[config.mk]
export PLATFORM = sky130hd
export DESIGN_NAME = smd_cmd_decoder
export DESIGN_NICKNAME = d
export VERILOG_FILES = /design/src/design/smd_cmd_decoder.v
export VERILOG_INCLUDE_DIRS = /design/src /design/src/design
export SDC_FILE = /design/constraint.sdc
export NUM_CORES = 1
export LEC_CHECK = 0
export BUFFER_PORTS_ARGS = -buffer_cell sky130_fd_sc_hd__buf_2
export CAP_MARGIN = 20
export CORE_ASPECT_RATIO = 1.4
export CORE_MARGIN = 1
export CORE_UTILIZATION = 35
export DETAILED_ROUTE_END_ITERATION = 12
export GPL_ROUTABILITY_DRIVEN = 0
export PLACE_DENSITY = 0.69
export SYNTH_ARGS = -nofsm -noshare
export SYNTH_HDL_FRONTEND = slang
export SYNTH_SLANG_ARGS = --single-unit
[constraint.sdc]
create_clock -name I_CLK -period 2.8 [get_ports I_CLK]
set_clock_uncertainty 0.15 [all_clocks]
set_input_delay 0.56 -clock I_CLK [delete_from_list [all_inputs] [get_ports I_CLK]]
set_output_delay 0.56 -clock I_CLK [all_outputs]
set_load 0.01 [all_outputs]
[src/design/smd_cmd_map.vh]
// constants for the stepper stop and home command decoder
// Function
// - switch-release byte: 1001, action bit3, 01, sense bit0
// - switch-release moves at minimum speed, sense picks direction
// - switch opens: clear or save position, halt instantly
// - use fixed low speed when minimum too low
// - busy low until switch opens and motor rests
// - return-to-zero is absolute go-to with zero target
// - return-to-zero only when idle, else reject flag
// - return-to-saved is absolute go-to to saved position
// - return-to-saved only when idle, else reject flag
// - clear-position loads zero into position counter
// - full reinit only while bridges are off
// - ramped halt decelerates with deceleration value
// - ramped halt with bridges off re-enables, no motion
// - instant halt stops motor without ramp
// - instant halt with bridges off re-enables, no motion
// - halts and bridge-offs always accepted, never rejected
// - halts and bridge-offs keep busy low until rest
// - ramped bridge-off: ramp down, disable bridges, flag
// - ramped bridge-off at rest disables bridges directly
// - instant bridge-off disables bridges at once, flag
// - status fetch returns status in two following bytes
// - status fetch clears warnings, error; bridges flag kept
`ifndef SMD_CMD_MAP_VH
`define SMD_CMD_MAP_VH
`define SMD_OP_RETURN_TO_ZERO 8'h70
`define SMD_OP_RETURN_TO_SAVED 8'h78
`define SMD_OP_CLEAR_POSITION 8'hd8
`define SMD_OP_FULL_REINIT 8'hc0
`define SMD_OP_RAMPED_HALT 8'hb0
`define SMD_OP_INSTANT_HALT 8'hb8
`define SMD_OP_RAMPED_BRIDGE_OFF 8'ha0
`define SMD_OP_INSTANT_BRIDGE_OFF 8'ha8
`define SMD_OP_STATUS_FETCH 8'hd0
`define SMD_SEEK_HI_NIBBLE 4'h9
`define SMD_SEEK_FIXED_BITS 2'h1
`define SMD_SEEK_ACT_BIT 3
`define SMD_SEEK_DIR_BIT 0
`define SMD_SEEK_SPEED_FLOOR 32'd5
`define SMD_STATUS_W 16
`define SMD_BRIDGES_OFF_BIT 0
`define SMD_WARN_MASK 16'hfe00
`define SMD_MOT_IDLE 3'h0
`define SMD_MOT_SEEK 3'h1
`define SMD_MOT_ABSOLUTE_A 3'h2
`define SMD_MOT_RAMP 3'h3
`define SMD_MOT_RAMP_OFF 3'h4
`define SMD_MOT_HALT 3'h5
`define SMD_BYTE_LAST_BIT 3'h7
`define SMD_REPLY_BYTES 2'h2
`endif

[src/design/smd_cmd_decoder.v]
// serial command decoder for stop, home and status commands
`timescale 1ns/1ps
`include "smd_cmd_map.vh"
module smd_cmd_decoder #(
  parameter POS_W = 22,
  parameter SPD_W = 20
) (
  // clock and reset
  input wire I_CLK,
  input wire I_RST,
  // serial link from host
  input wire I_CS_N,
  input wire I_SCK,
  input wire I_SDI,
  output wire O_SDO,
  output wire O_SDO_OE,
  // limit switch, closed low
  input wire I_SWITCH_N,
  // configuration
  input wire [SPD_W-1:0] I_MIN_SPEED,
  input wire [SPD_W-1:0] I_SPEED_FLOOR,
  input wire I_LOW_SPEED_OPT,
  input wire [SPD_W-1:0] I_DECEL,
  // motion engine
  input wire I_MOTOR_STOPPED,
  input wire I_TARGET_REACHED,
  input wire [`SMD_STATUS_W-1:0] I_WARN_SET,
  output reg O_RUN,
  output reg O_DIR,
  output reg O_ABSOLUTE_A,
  output reg [POS_W-1:0] O_TARGET,
  output reg [SPD_W-1:0] O_SPEED,
  output reg O_RAMP_DOWN,
  output reg [SPD_W-1:0] O_DECEL,
  output reg O_STOP_NOW,
  output reg O_REINIT,
  // position registers
  output reg [POS_W-1:0] O_POSITION,
  output reg [POS_W-1:0] O_SAVED,
  input wire I_POS_STEP,
  input wire I_POS_DIR,
  // bridges and status
  output reg O_BRIDGE_EN,
  output wire O_BUSY_N,
  output reg [`SMD_STATUS_W-1:0] O_STATUS,
  output reg O_CMD_REJECT,
  output reg O_ERR_STATE
);
  // synchronised link and switch
  // two flops per pin; only the second flop feeds any logic
  reg [1:0] cs_sync_reg;
  reg [1:0] sck_sync_reg;
  reg [1:0] sdi_sync_reg;
  reg [1:0] sw_sync_reg;
  reg sck_last_reg;
  reg sw_last_reg;
  always @(posedge I_CLK) begin
    if (I_RST) begin
      cs_sync_reg <= 2'h3;
      sck_sync_reg <= 2'h0;
      sdi_sync_reg <= 2'h0;
      sw_sync_reg <= 2'h3;
      sck_last_reg <= 1'b0;
      sw_last_reg <= 1'b1;
    end else begin
      cs_sync_reg <= {cs_sync_reg[0], I_CS_N};
      sck_sync_reg <= {sck_sync_reg[0], I_SCK};
      sdi_sync_reg <= {sdi_sync_reg[0], I_SDI};
      sw_sync_reg <= {sw_sync_reg[0], I_SWITCH_N};
      sck_last_reg <= sck_sync_reg[1];
      sw_last_reg <= sw_sync_reg[1];
    end
  end

  // edges of the synchronised link clock, only inside a frame
  wire cs_act = ~cs_sync_reg[1];
  wire sck_rise = cs_act & sck_sync_reg[1] & ~sck_last_reg;
  wire sck_fall = cs_act & ~sck_sync_reg[1] & sck_last_reg;
  wire sw_open = sw_sync_reg[1] & ~sw_last_reg;

  // byte shifter, msb first
  reg [2:0] bit_cnt_reg;
  reg [7:0] shift_reg;
  reg byte_done_reg;
  reg [7:0] byte_reg;
  reg [7:0] tx_reg;
  reg [1:0] resp_left_reg;
  reg [`SMD_STATUS_W-1:0] resp_reg;
  wire [7:0] shift_next = {shift_reg[6:0], sdi_sync_reg[1]};
  always @(posedge I_CLK) begin
    if (I_RST) begin
      bit_cnt_reg <= 3'h0;
      shift_reg <= 8'h00;
      byte_done_reg <= 1'b0;
      byte_reg <= 8'h00;
    end else begin
      byte_done_reg <= 1'b0;
      // a deselect drops a partial byte
      if (!cs_act) begin
        bit_cnt_reg <= 3'h0;
      end else if (sck_rise) begin
        shift_reg <= shift_next;
        bit_cnt_reg <= bit_cnt_reg + 3'h1;
        // eighth rising edge closes the byte
        if (bit_cnt_reg == `SMD_BYTE_LAST_BIT) begin
          byte_reg <= shift_next;
          byte_done_reg <= 1'b1;
        end
      end
    end
  end

  // reply bytes load on the falling edge that closes a byte, shift on the others
  // loading there keeps the first reply bit steady until the host samples it
  always @(posedge I_CLK) begin
    if (I_RST) begin
      tx_reg <= 8'h00;
    end else if (!cs_act) begin
      tx_reg <= 8'h00;
    end else if (sck_fall) begin
      if (bit_cnt_reg != 3'h0) begin
        tx_reg <= {tx_reg[6:0], 1'b0};
      end else if (resp_left_reg == `SMD_REPLY_BYTES) begin
        tx_reg <= resp_reg[15:8];
      end else if (resp_left_reg == 2'h1) begin
        tx_reg <= resp_reg[7:0];
      end else begin
        tx_reg <= 8'h00;
      end
    end
  end
  assign O_SDO = tx_reg[7];
  // reply driver on for the whole selected frame
  assign O_SDO_OE = cs_act;

  // opcode classes
  wire opcode = (resp_left_reg == 2'h0) & byte_done_reg;
  wire is_seek = (byte_reg[7:4] == `SMD_SEEK_HI_NIBBLE) &
    (byte_reg[2:1] == `SMD_SEEK_FIXED_BITS);
  wire op_zero = opcode & (byte_reg == `SMD_OP_RETURN_TO_ZERO);
  wire op_saved = opcode & (byte_reg == `SMD_OP_RETURN_TO_SAVED);
  wire op_clear = opcode & (byte_reg == `SMD_OP_CLEAR_POSITION);
  wire op_reinit = opcode & (byte_reg == `SMD_OP_FULL_REINIT);
  wire op_rhalt = opcode & (byte_reg == `SMD_OP_RAMPED_HALT);
  wire op_ihalt = opcode & (byte_reg == `SMD_OP_INSTANT_HALT);
  wire op_roff = opcode & (byte_reg == `SMD_OP_RAMPED_BRIDGE_OFF);
  wire op_ioff = opcode & (byte_reg == `SMD_OP_INSTANT_BRIDGE_OFF);
  wire op_stat = opcode & (byte_reg == `SMD_OP_STATUS_FETCH);
  wire op_seek = opcode & is_seek;

  // motion state
  reg [2:0] mot_reg;
  reg [2:0] mot_next;
  reg seek_act_reg;
  // busy spans seek, go-to, ramps and the wait for rest after a stop
  wire busy = (mot_reg != `SMD_MOT_IDLE);
  assign O_BUSY_N = ~busy;
  wire floor_spd = (I_MIN_SPEED < I_SPEED_FLOOR) | I_LOW_SPEED_OPT;

  // next motion state
  always @* begin
    mot_next = mot_reg;
    case (mot_reg)
      `SMD_MOT_IDLE: begin
        mot_next = `SMD_MOT_IDLE;
      end
      `SMD_MOT_SEEK: begin
        // switch released: stop at once, stay busy until the engine rests
        if (sw_open) begin
          mot_next = I_MOTOR_STOPPED ? `SMD_MOT_IDLE : `SMD_MOT_HALT;
        end
      end
      `SMD_MOT_ABSOLUTE_A: begin
        if (I_TARGET_REACHED) begin
          mot_next = `SMD_MOT_IDLE;
        end
      end
      `SMD_MOT_RAMP, `SMD_MOT_RAMP_OFF, `SMD_MOT_HALT: begin
        if (I_MOTOR_STOPPED) begin
          mot_next = `SMD_MOT_IDLE;
        end
      end
      default: begin
        mot_next = `SMD_MOT_IDLE;
      end
    endcase
    // halts, bridge-offs and seeks accepted in any state; go-to only when idle
    if (op_ihalt || op_ioff) begin
      // no ramp, but busy still waits for rest; a halt that only re-enables stays idle
      if ((op_ihalt && !O_BRIDGE_EN) || I_MOTOR_STOPPED) begin
        mot_next = `SMD_MOT_IDLE;
      end else begin
        mot_next = `SMD_MOT_HALT;
      end
    end else if (op_rhalt) begin
      mot_next = (O_BRIDGE_EN && !I_MOTOR_STOPPED) ? `SMD_MOT_RAMP : `SMD_MOT_IDLE;
    end else if (op_roff) begin
      mot_next = (O_BRIDGE_EN && !I_MOTOR_STOPPED) ? `SMD_MOT_RAMP_OFF : `SMD_MOT_IDLE;
    end else if (op_seek) begin
      mot_next = `SMD_MOT_SEEK;
    end else if ((op_zero || op_saved) && !busy) begin
      mot_next = `SMD_MOT_ABSOLUTE_A;
    end else if (op_reinit && !O_BRIDGE_EN) begin
      mot_next = `SMD_MOT_IDLE;
    end
  end

  // motion, position and status registers
  always @(posedge I_CLK) begin
    if (I_RST) begin
      mot_reg <= `SMD_MOT_IDLE;
      seek_act_reg <= 1'b0;
      resp_left_reg <= 2'h0;
      resp_reg <= {`SMD_STATUS_W{1'b0}};
      O_RUN <= 1'b0;
      O_DIR <= 1'b0;
      O_ABSOLUTE_A <= 1'b0;
      O_TARGET <= {POS_W{1'b0}};
      O_SPEED <= {SPD_W{1'b0}};
      O_RAMP_DOWN <= 1'b0;
      O_DECEL <= {SPD_W{1'b0}};
      O_STOP_NOW <= 1'b0;
      O_REINIT <= 1'b0;
      O_POSITION <= {POS_W{1'b0}};
      O_SAVED <= {POS_W{1'b0}};
      O_BRIDGE_EN <= 1'b0;
      O_STATUS <= {{(`SMD_STATUS_W-1){1'b0}}, 1'b1};
      O_CMD_REJECT <= 1'b0;
      O_ERR_STATE <= 1'b0;
    end else begin
      mot_reg <= mot_next;
      O_ABSOLUTE_A <= 1'b0;
      O_STOP_NOW <= 1'b0;
      O_REINIT <= 1'b0;
      O_CMD_REJECT <= 1'b0;
      // position counter tracks engine steps
      if (I_POS_STEP) begin
        O_POSITION <= I_POS_DIR ? O_POSITION + 1'b1 : O_POSITION - 1'b1;
      end
      // response byte counting; a cut frame drops any pending reply
      if (!cs_act) begin
        resp_left_reg <= 2'h0;
      end else if (byte_done_reg && resp_left_reg != 2'h0) begin
        resp_left_reg <= resp_left_reg - 2'h1;
      end
      // warnings: set wins over clear
      O_STATUS <= (O_STATUS & ~(op_stat ? `SMD_WARN_MASK : {`SMD_STATUS_W{1'b0}})) |
        (I_WARN_SET & `SMD_WARN_MASK);
      O_STATUS[`SMD_BRIDGES_OFF_BIT] <= ~O_BRIDGE_EN;
      if (|(I_WARN_SET & `SMD_WARN_MASK)) begin
        O_ERR_STATE <= 1'b1;
      end else if (op_stat) begin
        O_ERR_STATE <= 1'b0;
      end
      // the reply holds the status as it stood before this edge's clears
      if (op_stat) begin
        resp_reg <= O_STATUS;
        resp_left_reg <= `SMD_REPLY_BYTES;
      end
      // seek at minimum or floor speed
      if (op_seek) begin
        seek_act_reg <= byte_reg[`SMD_SEEK_ACT_BIT];
        O_DIR <= byte_reg[`SMD_SEEK_DIR_BIT];
        O_SPEED <= floor_spd ? I_SPEED_FLOOR : I_MIN_SPEED;
        O_RUN <= 1'b1;
        O_RAMP_DOWN <= 1'b0;
      end
      if (mot_reg == `SMD_MOT_SEEK && sw_open) begin
        if (seek_act_reg) begin
          O_SAVED <= O_POSITION;
        end else begin
          O_POSITION <= {POS_W{1'b0}};
        end
        O_RUN <= 1'b0;
        O_STOP_NOW <= 1'b1;
      end
      // go-to commands, refused while busy and never queued
      if ((op_zero || op_saved) && !busy) begin
        O_TARGET <= op_zero ? {POS_W{1'b0}} : O_SAVED;
        O_ABSOLUTE_A <= 1'b1;
      end else if ((op_zero || op_saved) && busy) begin
        O_CMD_REJECT <= 1'b1;
      end
      if (op_clear) begin
        O_POSITION <= {POS_W{1'b0}};
      end
      // halts
      if (op_rhalt || op_ihalt) begin
        if (!O_BRIDGE_EN) begin
          O_BRIDGE_EN <= 1'b1;
        end else if (op_rhalt) begin
          // a motor already at rest has nothing to ramp down
          if (!I_MOTOR_STOPPED) begin
            O_RAMP_DOWN <= 1'b1;
            O_DECEL <= I_DECEL;
          end
        end else begin
          O_STOP_NOW <= 1'b1;
          O_RAMP_DOWN <= 1'b0;
        end
        O_RUN <= 1'b0;
      end
      if (op_roff) begin
        O_RUN <= 1'b0;
        if (I_MOTOR_STOPPED) begin
          O_BRIDGE_EN <= 1'b0;
        end else begin
          O_RAMP_DOWN <= 1'b1;
          O_DECEL <= I_DECEL;
        end
      end
      if (mot_reg == `SMD_MOT_RAMP_OFF && I_MOTOR_STOPPED) begin
        O_BRIDGE_EN <= 1'b0;
      end
      if (mot_next == `SMD_MOT_IDLE && (mot_reg == `SMD_MOT_RAMP || mot_reg == `SMD_MOT_RAMP_OFF)) begin
        O_RAMP_DOWN <= 1'b0;
      end
      if (op_ioff) begin
        O_RUN <= 1'b0;
        O_RAMP_DOWN <= 1'b0;
        O_STOP_NOW <= 1'b1;
        O_BRIDGE_EN <= 1'b0;
      end
      // full reinit only with bridges off
      if (op_reinit && !O_BRIDGE_EN) begin
        O_REINIT <= 1'b1;
        O_RUN <= 1'b0;
        O_POSITION <= {POS_W{1'b0}};
        O_SAVED <= {POS_W{1'b0}};
        O_TARGET <= {POS_W{1'b0}};
        O_SPEED <= {SPD_W{1'b0}};
        O_DECEL <= {SPD_W{1'b0}};
        O_RAMP_DOWN <= 1'b0;
        O_DIR <= 1'b0;
        O_ERR_STATE <= 1'b0;
        O_STATUS <= {{(`SMD_STATUS_W-1){1'b0}}, 1'b1};
      end
    end
  end
endmodule

After elaboration in Yosys (flattened, before gate mapping). Index checks and enable logic that the tools add are counted.

Bits in registers: 190. Latch bits: 0. RAM bits: 0. Bits in read-only memories: 0. Bits of input ports: 87. Output and inout port bits: 134. Logic and storage cells: 175. Memories kept: 0.

$add $sub $neg: 4. $mul: 0. Div/mod/pow operators: 0. Magnitude comparators: 1. Eq/ne operators: 19. Shift-type cells: 0. Multiplexer cells: 54. Bitwise logic cells: 28. Reductions and logical operators: 38.

Operators with widths (count): 2-to-1 mux 20 bit (7); 2-to-1 mux 22 bit (5); == test 8 bit (second input constant) (7); 2-to-1 mux 3 bit (12); 2-to-1 mux 8 bit (3); adder 22 x 1 -> 22 bit (second input constant) (1); subtractor 22 x 1 -> 22 bit (second input constant) (1); 2-to-1 mux 1 bit (21); less-than comparator 20 bit (1); bitwise AND 1 bit (17); bitwise AND 16 bit (1); == test 8 x 7 -> 1 bit (second input constant) (2); 2-to-1 mux 16 bit (1); inverter 16 bit (1); OR 16 bit (1); OR reduction 3 bit (5); == test 3 bit (second input constant) (3); logical AND 1 bit (9); one-hot mux 3 bit (3 select lines) (1); nonzero test 3 bit (3); 2-to-1 mux 2 bit (4); inverter 1 bit (7); OR reduction 7 bit (1); == test 3 x 2 -> 1 bit (second input constant) (2); other kinds (17) (28).

Logic depth before layout (Yosys ltp). Gate-level depths: netlist of the first run.

Word-level depth: 13. Depth in mapped cells: 10. Gate-level depth less buffers: 9.

Least setup slack after synthesis of the first run. OpenSTA, ideal clock, no wires.

Kind: input to register. From: in I_POS_DIR. To: reg O_POSITION[18]. Library setup time: 0.132 ns. Data arrival time: 2.495 ns. Required time: 2.518 ns. Setup slack: 0.023 ns. Stages on the path: 9. Buffers on the path: 0. Path through: inv_1 > ha_1 > a21o_1 > a211o_1 > o21ai_2 > a211oi_2 > or3_1 > nand3_1 > a21oi_1.

Cells in the longest elaborated chain, start to end: 4.

Ends and longest elaborated chain: start, declared (line smd_cmd_decoder.v:41) `input wire I_POS_DIR,`; 2-to-1 mux 22 bit (*) (line smd_cmd_decoder.v:238) `O_POSITION <= I_POS_DIR ? O_POSITION + 1'b1 : O_POSITION - 1'b1;`; 2-to-1 mux 22 bit (*) (line smd_cmd_decoder.v:237) `if (I_POS_STEP) begin`; 2-to-1 mux 22 bit (line smd_cmd_decoder.v:269) `if (seek_act_reg) begin`; 2-to-1 mux 22 bit (*) (line smd_cmd_decoder.v:268) `` if (mot_reg == `SMD_MOT_SEEK && sw_open) begin ``; end signal, assigned (line smd_cmd_decoder.v:238); end signal, assigned (line smd_cmd_decoder.v:272) `O_POSITION <= {POS_W{1'b0}};`; end signal, assigned (line smd_cmd_decoder.v:285) `O_POSITION <= {POS_W{1'b0}};`; end, declared (line smd_cmd_decoder.v:38) `output reg [POS_W-1:0] O_POSITION,`.

Mark *: on every way between the ends. The rest lies on a longest branch, timed or not. A chain may end at the register's enable or synchronous reset.

Final worst setup path of the first run.
From: in I_POS_DIR. To: reg O_POSITION[20].

Same word-level chain as after synthesis.

==> results list, run 1 <==
- Result of the run: finished, violations left
- Violated checks: DRC
- Clk Latency, worst-skew pair: 430 ps
- At the pin with the least slew margin, the transition time is 932 ps.
- # Post-CTS Setup Buffers: 0
* Total CTS buffers: 17
- Minimum setup slack after placement: -200 ps
* Non-filler instance count after layout: 1586
- Part of the Yosys area used for sequential elements: 41.1%
* Flip-flop cell with the highest count after synthesis: sky130_fd_sc_hd__dfxtp_1
* Sequential cell area: 3480 um2
* Synth top area cells: sky130_fd_sc_hd__dfxtp_1 (41%), sky130_fd_sc_hd__nand2_1 (8.4%), sky130_fd_sc_hd__a21oi_1 (7.2%)
* Number of gates resized after cts: 0
* Achievable clock frequency: 0.385 GHz
- For this run, the total global-route usage over all layers was measured as 18.6%.
* ANT cells: 0
* Global route overflow: 0
- The number of global-route vias before repair was 7369.
- The Yosys step of the flow raised 0 warnings.
- Number of failing hold endpoints at the final stage: 0
- Total clock sinks: 174
* Router iterations before antenna repair: 8
- In this run the power density over the cells is 540 nW/um2.
- Setup repair after global routing missed its margin: false
- In the finished design, the share of the clock period the worst path needs comes to 92.7%.
* Number of hold-repair buffers added at the cts stage: 0
* Async set-reset flop share out of synthesis: 0%
* Crit end category: flop
- The post-route netlist has 27.4% of its cells at a drive strength greater than 1.
- Unique cell type count in the Yosys netlist: 69
- Layout filler cell count: 2434
- Overall power consumption: 5730 uW
* Die X-Extent: 134 um
- Number of DRC markers in iteration 0: 368
* Final Hold Slack: 162 ps
- WL per Instance: 14.7 um
* Leading area contributor after synthesis: sky130_fd_sc_hd__dfxtp_1
- Setup violations remaining at the end of the flow were counted as 0.
- At the end of the flow, the number of nets in the layout was 1398.
- The floorplan has 67 rows.
- Using the TritonRoute via totals, the vias-per-cell ratio works out to 4.97.
- IR analysis of the VDD net gives a maximum drop of 0.000436 V.
- In this run the worst hold path is classified as in -> reg.
* EDFF count, synth: 0
* Data required time at the worst endpoint: 2990 ps
- The top cell types in the final layout, fill and taps aside, are sky130_fd_sc_hd__buf_2 (203), sky130_fd_sc_hd__nand2_1 (190), sky130_fd_sc_hd__dfxtp_1 (174).
- Synthesis-stage register bit count: 174
- Across all layers, the routed design uses 7878 vias.
- The worst pin sits at a relative slew slack of 37.7%.
- The worst setup path is launched from a primary input.
- Largest buffer count on any clock path: 2
* Antenna violation net count after detailed routing: 0
- In the routed design, unresolved DRC markers number 1.
- Final routed wirelength across all metal layers: 23.4 mm
* Max Slew Vio Count: 0
- During I/O placement, the number of pins put on the boundary was 221.
- Each instance of the synthesized netlist takes up on average 8.13 um2.
- By startpoint and endpoint, the worst setup path is classified as in -> reg.
- Clock tree synthesis selected as its root buffer the cell sky130_fd_sc_hd__clkbuf_16.
* Max FO, Critical Path: 10
* Maximum number of pins on one net before global-route repair: 74
- Max cap viols: 0
* Area overhead of the layout relative to synthesis: 25.3%
* Utilization after layout: 44.5%
- Core area: 23900 um2
- The initial utilization of the core area, before any placement, comes to 35.5%.
- The largest registers in the layout are O_POSITION x22, O_SAVED x22, O_TARGET x22.
- For the worst setup path, the data arrival time is 2780 ps.
* LEAKAGE: 0.00464 uW
* Count of buffers from port buffering: 203
* Clock-pin slew on the worst setup and hold paths: 60 ps
* Final critical-path required period: 2600 ps
- The die is 186 um tall.
- Area of the multi-input gates: 4600 um2
* Commonest non-fill, non-tap cell in the layout: sky130_fd_sc_hd__buf_2
- The wire-length estimate of the detail-placed layout is 17.4 mm.
- Instance count of the mapped netlist: 1042
* Wire length of the first global-routing pass: 36.6 mm
- CTS tree: done
- Placed cells: 1556
- The top cell type by area accounts for 41.1% of the synthesized area.
- Die Outline Area: 24900 um2
- # H-tree levels: 4
- The cell area that synthesis handed to floorplanning was 8480 um2.
- The initial antenna violation count is 0.
* Least setup slack across all paths after layout: 203 ps
[critical path, stage by stage]
cell                       delay [ps]
sky130_fd_sc_hd__buf_2            110
sky130_fd_sc_hd__inv_1            300
sky130_fd_sc_hd__buf_4            220
sky130_fd_sc_hd__ha_1             300
sky130_fd_sc_hd__a21oi_1          230
sky130_fd_sc_hd__nand2_1           70
sky130_fd_sc_hd__a21oi_1          230
sky130_fd_sc_hd__a211oi_2         140
sky130_fd_sc_hd__o211ai_1         240
sky130_fd_sc_hd__a21boi_1         100
sky130_fd_sc_hd__o32ai_1          280
[synthesized netlist by cell type, types with 19 or more instances]
cell type	number
sky130_fd_sc_hd__nor2b_1	19
sky130_fd_sc_hd__inv_1	37
sky130_fd_sc_hd__mux2_4	20
sky130_fd_sc_hd__clkbuf_1	48
sky130_fd_sc_hd__a21oi_1	122
sky130_fd_sc_hd__o21ai_0	36
sky130_fd_sc_hd__mux2i_1	20
sky130_fd_sc_hd__nand2_1	190
sky130_fd_sc_hd__ha_1	45
sky130_fd_sc_hd__dfxtp_1	174
sky130_fd_sc_hd__nand3_1	35
sky130_fd_sc_hd__nor2_1	102
sky130_fd_sc_hd__nor2_2	20
[routing by layer]
layer	share of wire [%]	GRT usage, %	vias to the layer above
li1	-	-	3985
met1	42	20.8	3664
met2	51	34.0	184
met3	3.7	3.54	45
met4	3.0	8.05	0
met5	0	0	-
[area by class of cell]
cell class | count | area share [%]
clock buffer | 22 | 4.37
multi-input combinational | 772 | 43.3
sequential | 174 | 32.8
tap | 310 | 3.65
clock inverter | 8 | 0.801
timing repair buffer | 262 | 13.7
inverter | 38 | 1.34
[per-stage QoR]
step	setup TNS (ps)	area (um2)
floorplan	0	8500
global placement	-640	10100
detailed placement	-1780	10100
CTS	0	10600
global route	0	10600
finish	0	10600
[power breakdown]
group | internal (uW) | total, uW | switching (uW)
logic | 418 | 896 | 478
clock network | 1270 | 2230 | 966
registers | 2540 | 2600 | 66.3
[final timing paths]
check,startpoint,end,depth (start not counted),slack (ps)
worst max-delay path,I_POS_DIR,O_POSITION[20]$_SDFF_PP0_,11,200
worst min register to register,cs_sync_reg[0]$_SDFF_PP1_,cs_sync_reg[1]$_SDFF_PP1_,1,260
worst min-delay path,I_CS_N,cs_sync_reg[0]$_SDFF_PP1_,2,160
worst max register to register,O_POSITION[0]$_SDFF_PP0_,O_POSITION[20]$_SDFF_PP0_,9,210
[cells by family (layout without fill, tap and decap cells)]
logic type,count (synthesis),count (layout),synth area share [%]
flip-flops,174,174,41.1
AND/OR/NAND/NOR,432,432,23.0
AO/OA/AOI/OAI,233,233,16.5
other,1,8,0.0442
adder cells (fa/ha/maj),46,46,6.88
buffers and inverters,103,330,5.21
multiplexers,40,40,5.90
XOR/XNOR,13,13,1.34
Power figures use the tool's default switching activity.
==> run 2: changes to the inputs <==
--- a/config.mk
+++ b/config.mk
@@ -14,6 +14,7 @@
 export DETAILED_ROUTE_END_ITERATION = 12
 export GPL_ROUTABILITY_DRIVEN = 0
 export PLACE_DENSITY = 0.69
+export RECOVER_POWER = 25
 export SYNTH_ARGS = -nofsm -noshare
 export SYNTH_HDL_FRONTEND = slang
 export SYNTH_SLANG_ARGS = --single-unit
==> run 2 against run 1 <==
The flow still finishes with violations (DRC). Flip-flop and latch count stayed put. Critical path depth down 2. Largest cell class unchanged. Sequential power hardly changed. Clock-buffer cell count unchanged. Power about the same. Die area unchanged. Clock power is essentially flat.
==> results list, run 2 (synthesized netlist as in run 1, its figures left out) <==
- Die Outline Area: 24900 um2
- Number of global-route vias before repair: 7369
- Hold worst-path end: cs_sync_reg[0]$_SDFF_PP1_
- The largest registers in the layout are O_POSITION x22, O_SAVED x22, O_TARGET x22.
- Final Hold Slack: 163 ps
- Port buffering added 203 buffers.
- Setup TNS Final: 0 ps
* Crit Reg-Reg Endpoint: O_POSITION[20]$_SDFF_PP0_
- Achievable clock frequency: 0.385 GHz
- Effective utilization at floorplan: 35.5%
* Global route overflow: 0
- Relative to the synthesized area, the layout overhead comes to 24.4%.
* Commonest non-fill, non-tap cell in the layout: sky130_fd_sc_hd__nand2_1
- ANT cells: 0
- For the worst flop-to-flop path, the logic depth is 9.
- The checks that failed: DRC.
* Tightest Hold Check Type: in -> reg
- After detailed routing, the total wire length is 23.3 mm.
- Number of failing hold endpoints at the final stage: 0
* Sum of net half-perimeters after detailed placement: 17.4 mm
- GRT Util Overall: 18.6%
- The tool flagged a number of max-cap violations equal to 0.
- The count of cells in the finished layout, fillers not included, comes to 1586.
- At the worst endpoint, the required time is 2990 ps.
* Die span in y: 186 um
- Clock root cell: sky130_fd_sc_hd__clkbuf_16
- Result of the run: finished, violations left
- Final worst-path cycle share: 92.7%
- Rows: 67
* Placed cells: 1556
* Top-level I/O count: 221
- Clock-pin slew on the worst setup and hold paths: 70 ps
- Number of hold-repair buffers added at the cts stage: 0
- FF-to-FF setup slack: 200 ps
- WL per Instance: 14.7 um
- Router iterations before antenna repair: 11
- Clk Latency, worst-skew pair: 430 ps
- CTS saw 174 sinks.
- The filler cells instantiated in the layout total 2467.
- Setup-failing EPs final: 0
- Antenna violation net count after detailed routing: 0
- Max FO, Critical Path: 4
- Number of gates resized after cts: 0
- Die X-Extent: 134 um
- Summing all flip-flop and latch instances after layout gives 3480 um2.
* Core area: 23900 um2
- Crit end category: flop
* CTS tree: done
- Depth of the worst hold-timing path: 2
- The count of final max-slew check failures came to 0.
- Antenna violations before repair: 0
- Setup repair after global routing left no endpoint under its margin.
- Critical hold path startpoint: I_CS_N
* Final critical-path required period: 2600 ps
- Cell area power density: 543 nW/um2
- The final layout contains 1398 nets.
- Setup crit start kind: flop
* Origin of the critical flop-to-flop path: O_POSITION[0]$_SDFF_PP0_
- Counting the buffers created by CTS gives 17.
- In the routed design, unresolved DRC markers number 1.
- Dividing the detail-routed via count by the number of cells gives 4.96.
- Of the cells placed in the final design, the portion with a size suffix greater than 1 is 22.6%.
- The first routing iteration left 396 violations.
* Largest buffer count on any clock path: 2
* Area of the multi-input gates: 4600 um2
- LEAKAGE: 0.00438 uW
* # H-tree levels: 4
- In this run the tightest slew margin relative to its limit is 37.9%.
- Vias post-DR: 7872
- # Post-CTS Setup Buffers: 0
* Slew at the pin closest to its max-slew limit: 930 ps
- Maximum number of pins on one net before global-route repair: 74
* Peak ir drop on the vdd network: 0.000436 V
* Highest-count cells in the layout ignoring fill and taps: sky130_fd_sc_hd__nand2_1 (190), sky130_fd_sc_hd__dfxtp_1 (174), sky130_fd_sc_hd__buf_2 (143)
- The first global-routing pass estimated 36.6 mm of wire.
- For the worst setup path, the data arrival time is 2780 ps.
- The worst setup path is of the reg -> reg kind.
==> run 2: routing by layer <==
layer | vias up | part of all wire (%) | global-route usage, %
met5 | - | 0 | 0
met4 | 0 | 2.9 | 8.05
met3 | 40 | 4.0 | 3.54
met2 | 195 | 52 | 34.0
met1 | 3646 | 41 | 20.8
li1 | 3991 | - | -
==> run 2: worst max-delay path by stage <==
stage,from,endpoint,slack (ps),depth (start not counted)
5_1_grt,O_POSITION[0]$_SDFF_PP0_,O_POSITION[20]$_SDFF_PP0_,60,9
4_1_cts,O_POSITION[0]$_SDFF_PP0_,O_POSITION[20]$_SDFF_PP0_,200,9
6_report,O_POSITION[0]$_SDFF_PP0_,O_POSITION[20]$_SDFF_PP0_,200,9
2_1_floorplan,I_POS_DIR,O_POSITION[18]$_SDFF_PP0_,20,9
3_5_place_dp,I_POS_DIR,O_POSITION[20]$_SDFF_PP0_,-200,11
3_3_place_gp,I_POS_DIR,O_POSITION[19]$_SDFF_PP0_,-120,11
==> run 2: final cells by class <==
type | count | share of cell area, %
clock inverter | 8 | 0.807
timing repair buffer | 262 | 13.1
clock buffer | 22 | 4.40
tap | 310 | 3.68
multi-input combinational | 772 | 43.6
sequential | 174 | 33.0
inverter | 38 | 1.35
==> run 2: metrics by stage <==
| step | total power, uW | util [%] | setup slack [ps] | area [um2] |
|---|---|---|---|---|
| 2_1_floorplan | 3190 | - | 22.6 | 8500 |
| 3_3_place_gp | 3530 | 42.2 | -118 | 10100 |
| 3_5_place_dp | 3540 | 42.2 | -200 | 10100 |
| 4_1_cts | 5810 | 44.5 | 203 | 10600 |
| 5_1_grt | 6010 | 44.1 | 58.3 | 10500 |
| 6_report | 5730 | 44.1 | 204 | 10500 |
==> run 2: critical path: stages, from the launching register on <==
cell	delay (ps)
sky130_fd_sc_hd__dfxtp_1	330
sky130_fd_sc_hd__inv_1	60
sky130_fd_sc_hd__fa_1	440
sky130_fd_sc_hd__nand2b_1	200
sky130_fd_sc_hd__a21oi_2	270
sky130_fd_sc_hd__o21ai_2	120
sky130_fd_sc_hd__a211oi_2	310
sky130_fd_sc_hd__o211ai_1	180
sky130_fd_sc_hd__and3b_1	190
sky130_fd_sc_hd__o32ai_1	260
==> run 2: power breakdown <==
part	internal (uW)	switching, uW
combinational	417	477
sequential	2540	65.9
clock	1270	967
total	4220	1510
